===== src/design/dpw_serial_wiper_ctrl.sv =====
`timescale 1ns/1ps

package dpw_pkg;
   localparam int         NUM_POTS     = 2;
   localparam int         NUM_PRESETS  = 4;
   localparam int         NUM_TAPS     = 256;
   localparam logic [2:0] BIT_LAST     = 3'h7;
   localparam logic [3:0] READ_BITS    = 4'h8;
   localparam logic [3:0] OP_RD_WIPER  = 4'h9;
   localparam logic [3:0] OP_WR_WIPER  = 4'hA;
   localparam logic [3:0] OP_RD_PRESET = 4'hB;
   localparam logic [3:0] OP_WR_PRESET = 4'hC;
   localparam logic [7:0] PRESET_RST   = 8'h80;
   localparam logic [7:0] WIPER_RST    = 8'h00;

   typedef struct packed {
      logic csN;
      logic holdN;
      logic sck;
      logic si;
   } dpw_pins_t;

   typedef struct packed {
      logic [3:0] op;
      logic [1:0] regSel;
      logic       potSel;
   } dpw_instr_t;

   typedef enum {ST_ID, ST_INSTR, ST_DATA, ST_READ, ST_IGNORE} dpw_state_t;
endpackage

// Overview of operation
// [RULE1] read bits change on serial clock falling
// [RULE2] input bits sampled on serial clock rising
// [RULE3] pause input freezes sequence, resumes later intact
// [RULE4] master lowers pause only while clock low
// [RULE5] master raises pause only while clock low
// [RULE6] master keeps pause high when unused
// [RULE7] selected only when chip-select low, pause high
// [RULE8] received 4-bit address must match address pins
// [RULE9] each pot offers 256 tap positions
// [RULE10] wiper plus four presets per pot, read/write
// [RULE11] wiper register value picks the tap switch
// [RULE12] power-up copies preset zero into wiper
// [RULE13] first byte: type code high, address low
// [RULE14] chip-select high: deselected, output high impedance
// [RULE15] master gives chip-select fall before operating
// [RULE16] wiper value decodes to exactly one switch
// [RULE17] address mismatch ignores rest, output stays off
module dpw_serial_wiper_ctrl #(
   parameter logic [3:0] DEVICE_TYPE = 4'hA  // arbitrary value
) (
   // clock and reset
   input  wire logic                                    core_clk,
   input  wire logic                                    rstn,
   // serial bus pins
   input  wire dpw_pkg::dpw_pins_t                      pinsIn,
   input  wire logic [3:0]                              slaveAddrPins,
   output logic                                         soOut,
   output logic                                         soOe,
   // potentiometer taps
   output logic [dpw_pkg::NUM_POTS-1:0][7:0]            wiperPos,
   output logic [dpw_pkg::NUM_POTS-1:0][dpw_pkg::NUM_TAPS-1:0] tapSel
);
   import dpw_pkg::*;

   function automatic logic [NUM_TAPS-1:0] tapOneHot(input logic [7:0] pos);
      tapOneHot = {{(NUM_TAPS-1){1'b0}}, 1'b1} << pos;
   endfunction

   dpw_pins_t  pinsMeta_ff;
   dpw_pins_t  pinsSync_ff;
   logic       sckDly_ff;
   logic [3:0] addrMeta_ff;
   logic [3:0] addrSync_ff;
   dpw_state_t state_ff;
   logic [2:0] bitCnt_ff;
   logic [7:0] shift_ff;
   logic [7:0] outSh_ff;
   logic [3:0] readCnt_ff;
   logic       drive_ff;
   logic       soOut_ff;
   logic       recall_ff;
   dpw_instr_t instr_ff;
   logic [7:0] wiper_ff  [NUM_POTS];
   logic [7:0] preset_ff [NUM_POTS][NUM_PRESETS];

   // pin synchronisers
   always_ff @(posedge core_clk) begin
      pinsMeta_ff <= pinsIn;
      pinsSync_ff <= pinsMeta_ff;
      sckDly_ff   <= pinsSync_ff.sck;
      addrMeta_ff <= slaveAddrPins;
      addrSync_ff <= addrMeta_ff;
   end

   wire        csHigh   = pinsSync_ff.csN;
   wire        selected = ~pinsSync_ff.csN & pinsSync_ff.holdN;           // RULE7
   wire        sckRise  = selected & pinsSync_ff.sck & ~sckDly_ff;        // RULE2
   wire        sckFall  = selected & ~pinsSync_ff.sck & sckDly_ff;        // RULE1
   wire [7:0]  shIn     = {shift_ff[6:0], pinsSync_ff.si};
   wire        byteDone = sckRise & (bitCnt_ff == BIT_LAST);
   wire        idMatch  = (shIn[7:4] == DEVICE_TYPE) && (shIn[3:0] == addrSync_ff); // RULE8
   dpw_instr_t instrIn;
   assign instrIn = '{op: shIn[7:4], regSel: shIn[3:2], potSel: shIn[0]};
   wire        isRead   = (instrIn.op == OP_RD_WIPER) || (instrIn.op == OP_RD_PRESET);
   wire        isWrite  = (instrIn.op == OP_WR_WIPER) || (instrIn.op == OP_WR_PRESET);
   wire [7:0]  rdData   = (instrIn.op == OP_RD_WIPER) ? wiper_ff[instrIn.potSel]
                        : preset_ff[instrIn.potSel][instrIn.regSel];             // RULE10
   wire        wrWiper  = (state_ff == ST_DATA) & byteDone & (instr_ff.op == OP_WR_WIPER);
   wire        wrPreset = (state_ff == ST_DATA) & byteDone & (instr_ff.op == OP_WR_PRESET);

   dpw_state_t nxt_state;
   always_comb begin
      nxt_state = state_ff;
      case (state_ff)
         ST_ID:     if (byteDone) begin
            nxt_state = idMatch ? ST_INSTR : ST_IGNORE;                     // RULE17
         end
         ST_INSTR:  if (byteDone) begin
            nxt_state = isRead ? ST_READ : (isWrite ? ST_DATA : ST_IGNORE);
         end
         ST_DATA:   if (byteDone) begin
            nxt_state = ST_IGNORE;
         end
         ST_READ:   if (sckFall && readCnt_ff == READ_BITS) begin
            nxt_state = ST_IGNORE;
         end
         ST_IGNORE: nxt_state = ST_IGNORE;
         default:   nxt_state = ST_IGNORE;
      endcase
      if (csHigh) begin
         nxt_state = ST_ID;                                                 // RULE13
      end
   end

   // sequence state; with pause low no edge is seen so all of it holds
   always_ff @(posedge core_clk) begin
      if (!rstn) begin
         state_ff  <= ST_ID;
         bitCnt_ff <= 3'h0;
         shift_ff  <= 8'h00;
         instr_ff  <= '0;
      end else begin
         state_ff <= nxt_state;                                             // RULE3
         if (csHigh) begin
            bitCnt_ff <= 3'h0;
         end else if (sckRise) begin
            bitCnt_ff <= bitCnt_ff + 3'h1;
            shift_ff  <= shIn;                                              // RULE2
         end
         if (state_ff == ST_INSTR && byteDone) begin
            instr_ff <= instrIn;
         end
      end
   end

   // read data path, loaded on last instruction rising edge, shifts on falling edges
   always_ff @(posedge core_clk) begin
      if (!rstn) begin
         outSh_ff   <= 8'h00;
         readCnt_ff <= 4'h0;
         drive_ff   <= 1'b0;
         soOut_ff   <= 1'b0;
      end else if (csHigh) begin
         readCnt_ff <= 4'h0;
         drive_ff   <= 1'b0;
      end else if (state_ff == ST_INSTR && byteDone && isRead) begin
         outSh_ff   <= rdData;
         readCnt_ff <= 4'h0;
      end else if (state_ff == ST_READ && sckFall) begin
         if (readCnt_ff == READ_BITS) begin
            drive_ff <= 1'b0;
         end else begin
            soOut_ff   <= outSh_ff[7];                                      // RULE1
            outSh_ff   <= {outSh_ff[6:0], 1'b0};
            readCnt_ff <= readCnt_ff + 4'h1;
            drive_ff   <= 1'b1;
         end
      end
   end

   assign soOut = soOut_ff;
   assign soOe  = drive_ff & selected & (state_ff == ST_READ);              // RULE14

   // wiper and preset registers
   always_ff @(posedge core_clk) begin
      if (!rstn) begin
         recall_ff <= 1'b1;
         for (int p = 0; p < NUM_POTS; p++) begin
            // differs from preset so a missing recall shows
            wiper_ff[p] <= WIPER_RST;
            for (int r = 0; r < NUM_PRESETS; r++) begin
               preset_ff[p][r] <= PRESET_RST;
            end
         end
      end else begin
         recall_ff <= 1'b0;
         for (int p = 0; p < NUM_POTS; p++) begin
            if (recall_ff) begin
               wiper_ff[p] <= preset_ff[p][0];                              // RULE12
            end else if (wrWiper && instr_ff.potSel == p[0]) begin
               wiper_ff[p] <= shIn;                                         // RULE10
            end
            for (int r = 0; r < NUM_PRESETS; r++) begin
               if (wrPreset && instr_ff.potSel == p[0] && instr_ff.regSel == r[1:0]) begin
                  preset_ff[p][r] <= shIn;                                  // RULE10
               end
            end
         end
      end
   end

   genvar g;
   generate
      for (g = 0; g < NUM_POTS; g++) begin : gPot
         assign wiperPos[g] = wiper_ff[g];                                  // RULE11
         assign tapSel[g]   = tapOneHot(wiper_ff[g]);                       // RULE16 RULE9
      end
   endgenerate
endmodule


===== config.mk =====
export PLATFORM = sky130hd
export DESIGN_NAME = dpw_serial_wiper_ctrl
export DESIGN_NICKNAME = d
export VERILOG_FILES = /design/src/design/dpw_serial_wiper_ctrl.sv
export SDC_FILE = /design/constraint.sdc
export NUM_CORES = 1
export LEC_CHECK = 0
export ABC_AREA = 1
export BUFFER_PORTS_ARGS = -buffer_cell sky130_fd_sc_hd__buf_2
export CAP_MARGIN = 20
export CORE_AREA = 3 3 208 210
export CTS_CLUSTER_DIAMETER = 30
export DETAILED_ROUTE_END_ITERATION = 6
export DIE_AREA = 0 0 211 213
export SETUP_SLACK_MARGIN = 0.5
export SYNTH_ARGS = -nofsm -noshare
export SYNTH_HDL_FRONTEND = slang
export SYNTH_SLANG_ARGS = --single-unit

===== constraint.sdc =====
create_clock -name core_clk -period 3.6 [get_ports core_clk]
set_input_delay 0.72 -clock core_clk [delete_from_list [all_inputs] [get_ports core_clk]]
set_output_delay 0.72 -clock core_clk [all_outputs]
set_load 0.01 [all_outputs]

## After elaboration in Yosys (flattened, before gate mapping)

Memory sizes are Yosys's and may differ from the RTL's. A register that Yosys moved wholly into a read port is not among the register bits.
Cells that the tools add are included.

- Register bits after elaboration: 81
- Logic and storage cells: 177
- Memories: 2
- Input port bits: 10
- Output and inout bits: 530
- Memory bits (writable): 80

Memories:

| name | words | width | rd ports | clocked after Yosys merged registers in | wr ports | RTL line | RTL |
|---|---|---|---|---|---|---|---|
| preset_ff | 2 | 32 | 3 | 1 | 2 | 86 | `logic [7:0] preset_ff [NUM_POTS][NUM_PRESETS];` |
| wiper_ff | 2 | 8 | 3 | 1 | 2 | 85 | `logic [7:0] wiper_ff [NUM_POTS];` |

- Reduce and logical (&&, ||, !) cells: 30
- Add/sub/neg operators: 2
- Mux-type cells: 64
- $lt $le $gt $ge: 1
- Bitwise logic cells: 31
- Shifts and indexed selects: 2
- Equality and inequality tests: 23

Operators by type and width:

| cell | number |
|---|---|
| 1-bit by 8-bit left shift with 256-bit output, first input constant | 2 |
| 8-bit 2-to-1 mux | 18 |
| 32-bit 2-to-1 mux | 4 |
| 32-bit one-hot mux with 4 select lines | 1 |
| 32-bit by 2-bit == test with 1-bit output, second input constant | 3 |
| 32-bit by 3-bit == test with 1-bit output, second input constant | 2 |
| 1-bit 2-to-1 mux | 37 |
| 32-bit by 1-bit == test with 1-bit output, second input constant | 1 |
| 32-bit zero test | 1 |
| 4-bit == test, second input constant | 7 |
| 1-bit logical AND | 17 |
| 8-bit binary-select mux with 2-bit select | 1 |
| 1-bit bitwise OR | 12 |
| 1-bit AND | 11 |
| 3-bit 2-to-1 mux | 3 |
| 2-bit != test, second input constant | 4 |
| 4-bit AND reduction | 2 |
| 1-bit inverter | 7 |
| 2-bit AND reduction | 3 |
| 4-bit by 1-bit adder with 4-bit output, second input constant | 1 |
| 2-bit == test, second input constant | 2 |
| 4-bit == test | 1 |
| 3-bit by 1-bit adder with 3-bit output, second input constant | 1 |
| 3-bit == test, second input constant | 1 |
| 10 further kinds | 11 |

## Logic depth before layout (Yosys ltp)

- Depth in word-level cells: 13
- Gate-level depth with buffers: 11
- Mapped depth without buffers: 11

## Worst setup path after synthesis

Ideal clock, no wire load.

- Kind: reg-to-output
- Start point: memory wiper_ff[1][1]
- End point: output tapSel[267] in the netlist's numbering
- Data arrival time: 1.525 ns
- Setup slack: 1.355 ns
- Path buffers: 0
- Data required time: 2.880 ns
- Cell stages (with the launch flop): 5
- Cell sequence: edfxtp_1 -> clkinv_1 -> nor3_1 -> nand4_1 -> nor3_1

RTL lines:

| item | RTL line | RTL |
|---|---|---|
| from (decl) | 85 |  |
| to (decl) | 63 | `output logic [dpw_pkg::NUM_POTS-1:0][dpw_pkg::NUM_TAPS-1:0] tapSel` |

==> results_dict.tcl <==
set metrics [dict create \
    outcome "complete, no violations" \
    insertion_delay_ps 430 \
    synth-seq-cells 132 \
    syn-num-nets 1613 \
    fmax_mhz 308 \
    r2r-end "preset_ff[0][17]" \
    grt_use_met2_pct 35.3 \
    crit_buf_inv 3 \
    place_ws_ps 230 \
    rows 75 \
    yosys-top-cells-area "nor2_1, edfxtp_1, nand4_1" \
    syn_to_final_growth_pct 40.6 \
    drt-initial-drc-count 1979 \
    grt_pass1_wl_mm 80.2 \
    numCtsBuffers 17 \
    cts_tree "yes" \
    synthCells 1599 \
    required_ps 2880 \
    start_kind "flip-flop" \
    relSlewSlack_pct 39.2 \
    hp-class "flip-flop to flip-flop" \
    powerDensity_nw_per_um2 300 \
    drv_cap 0 \
    setup_ws_ps 356 \
    first_pass_iters 7 \
    final_cell_mix "nor2_1, buf_2, nand4_1" \
    fp.dieW_um 211 \
    viasPerCell 5.27 \
    cts_htree_levels 4 \
    core_um2 41800 \
    hold_viol 0 \
    synth_top_cell_by_area "nor2_1" \
    final_common_cell "nor2_1" \
    grt_antenna_before_repair 3 \
    fin_nets 2070 \
    first_global_vias 11853 \
    whs_endpoint "csHigh" \
    critPathKind "flip-flop to output port" \
    routed-via-count 13757 \
    setup_tns_ps 0 \
    ir_worst_vdd_mv 0.258 \
    grt_use_total_pct 23.6 \
    path_depth 6 \
    drc 0 \
    grt_util_met1_pct 31.1 \
    gp_congestion 0.941 \
    crit_slowest_cell "nor2_1" \
    cp-end-kind "output port" \
    path_max_fanout 13 \
    clkTransAtPathRegs_ps 60 \
    cp_slowest_stage_delay_ps 590 \
    setup_viol 0 \
    syn_avg_cell_area_um2 6.26 \
    ff2ff_setup_slack_ps 1340 \
    ys_types 32 \
    ctsLongestPathBuffers 2 \
    slew_violations 0 \
    fin_crit_ps 3240 \
    die_area_um2 44900 \
    finClkSkew_ps 17.4 \
    grt_use_met3_pct 10.1 \
    synth-async-reset-ratio_pct 0 \
    synth_edf_count 80 \
    numPortBuffers 539 \
    p_leak_nw 7.02 \
    ys.flop_type "edfxtp_1" \
    grt_max_degree 131 \
    wirelength_mm 57.5 \
    cts_hold_buf 0 \
    cp_cell_sequence "buf_4, inv_1, nor2_1, nand4_1, nor2_1, buf_2" \
    cpLargestDelayFamily "simple AND/OR/NAND/NOR gates" \
    clkSinkCount 132 \
    synth_area_um2 10000 \
    hpwl_mm 43.9 \
    rsz0062_at_grt "yes" \
    yosysWarnings 0 \
    reg2reg_from "bitCnt_ff[0]" \
    cp_data_arrival_time_ps 2520 \
    reg2reg_depth 10 \
    drive_gt1_share_pct 34.1 \
    drtAntennaViolNets 0 \
    min_path_cells 0 \
    tightest_slew_ps 913 \
    wl_per_cell_um 22.0 \
    synth_top_area_share_pct 24.1 \
    nFillCells 4612 \
    hp-start "pinsMeta_ff[3]" \
    dieHeight_um 213 \
    period_share_pct 90.1 \
    seq_area_frac_synth_pct 34.4 \
    worst_path_most_repeated_cell "nor2_1" \
    root_buffer "clkbuf_16" \
    grt.busiest_layer "met2" \
    pin_count 540 \
    gr-total-overflow 0 \
    initial_core_util_pct 24.0 \
]
-- worst reg2reg max path, cell delays in order, from the launching register on --
cell and delay, ps:
dfxtp_1 310, ha_1 190, ha_1 210, nand3_4 140, nor2_4 70, nand2_2 120
nor2_4 60, nand2_1 80, nand3_1 80, nor2_1 460, nor2_1 230
-- how the worst max path moves through the flow --
stage	slack, ps	endpoint	from
floorplan	1360	tapSel[267]	wiper_ff[1][1]
global placement	210	tapSel[507]	wiper_ff[1][1]
detailed placement	230	tapSel[507]	wiper_ff[1][1]
CTS	320	tapSel[189]	wiper_ff[0][1]
global route	290	tapSel[52]	wiper_ff[0][3]
finish	360	tapSel[223]	wiper_ff[0][3]
-- sequential cells by signal, summed over array words and instances (netlist names) --
signal       count
addrMeta_ff      4
addrSync_ff      4
bitCnt_ff        3
csHigh           1
drive_ff         1
instrIn          1
instr_ff         7
outSh_ff         8
pinsMeta_ff      4
pinsSync_ff      2
preset_ff       64
readCnt_ff       4
recall_ff        1
sckDly_ff        1
shift_ff         7
soOut            1
state_ff         3
wiper_ff        16
-- layer usage --
metal  vias to the layer above  wire, µm
met1                      6539     23800
met5                         -        34
met2                       777     25000
met4                         4      1830
met3                       106      6820
li1                       6331         -
-- synthesized netlist by cell type (2+ instances only) --
cell type  number
nand2_1       102
nor2_4          6
o21a_1          2
clkinv_1        8
or2_2           5
nor3_1         38
clkbuf_1      111
a211oi_1        2
ha_1            4
buf_4           2
nand4_1       197
nand3_1       115
inv_1          47
o22ai_1         2
edfxtp_1       80
nand2_2         2
nor2_1        642
dfxtp_1        52
inv_2           9
nor4_4          2
nand3_4         2
buf_2          15
a21oi_1        38
nor2_2          2
buf_1          37
o21ai_0        71
-- metrics by stage --
stage	power, W	std cells	utilization (%)	area (µm²)	hold WS, ps
global placement	0.00241	2552	31.4	13100	312
CTS	0.00422	2591	33.2	13800	327
global route	0.00439	2608	33.7	14100	332
finish	0.00423	2610	33.7	14100	323
floorplan	0.00217	1599	-	10000	310
detailed placement	0.00242	2552	31.4	13100	313
-- what timing repair did --
item / CTS / global route
pin swaps: 7 / 7
endpoints found under the setup margin: 136 / 285
setup buffers: 7 / 17
gates resized for setup: 16 / 31
-- logic make-up (layout without fill, tap and decap cells) --
family                     after synthesis  after routing  synth area share [%]
and+or+nand+nor                       1116           1116                  50.1
buffers and inverters                  229            699                  8.85
DFF                                    132            132                  34.4
AOI/OAI and AO/OA                      117            117                  6.04
adders and majority gates                4              4                 0.500
xor gates and xnor gates                 1              1                0.0875
other                                    0              2                     0
-- area by class of cell --
cell class              instances  area, µm²  area share (%)
diodes                          2       5.00          0.0355
clock inverters                 9       81.3           0.578
flip-flops and latches        132       3440            24.5
well taps                     539        674            4.79
clock buffers                  23        543            3.86
repair buffers                603       3260            23.1
inverters                      64        262            1.86
multi-input cells            1238       5820            41.3
-- power by group --
group	total (W)	switching (W)	internal, W
Clock	0.00179	0.000659	0.00113
Combinational	0.000733	0.000584	0.000149
Sequential	0.00170	0.0000374	0.00166
Total	0.00423	0.00128	0.00295
Note: power is estimated with default switching activity, not from simulation.
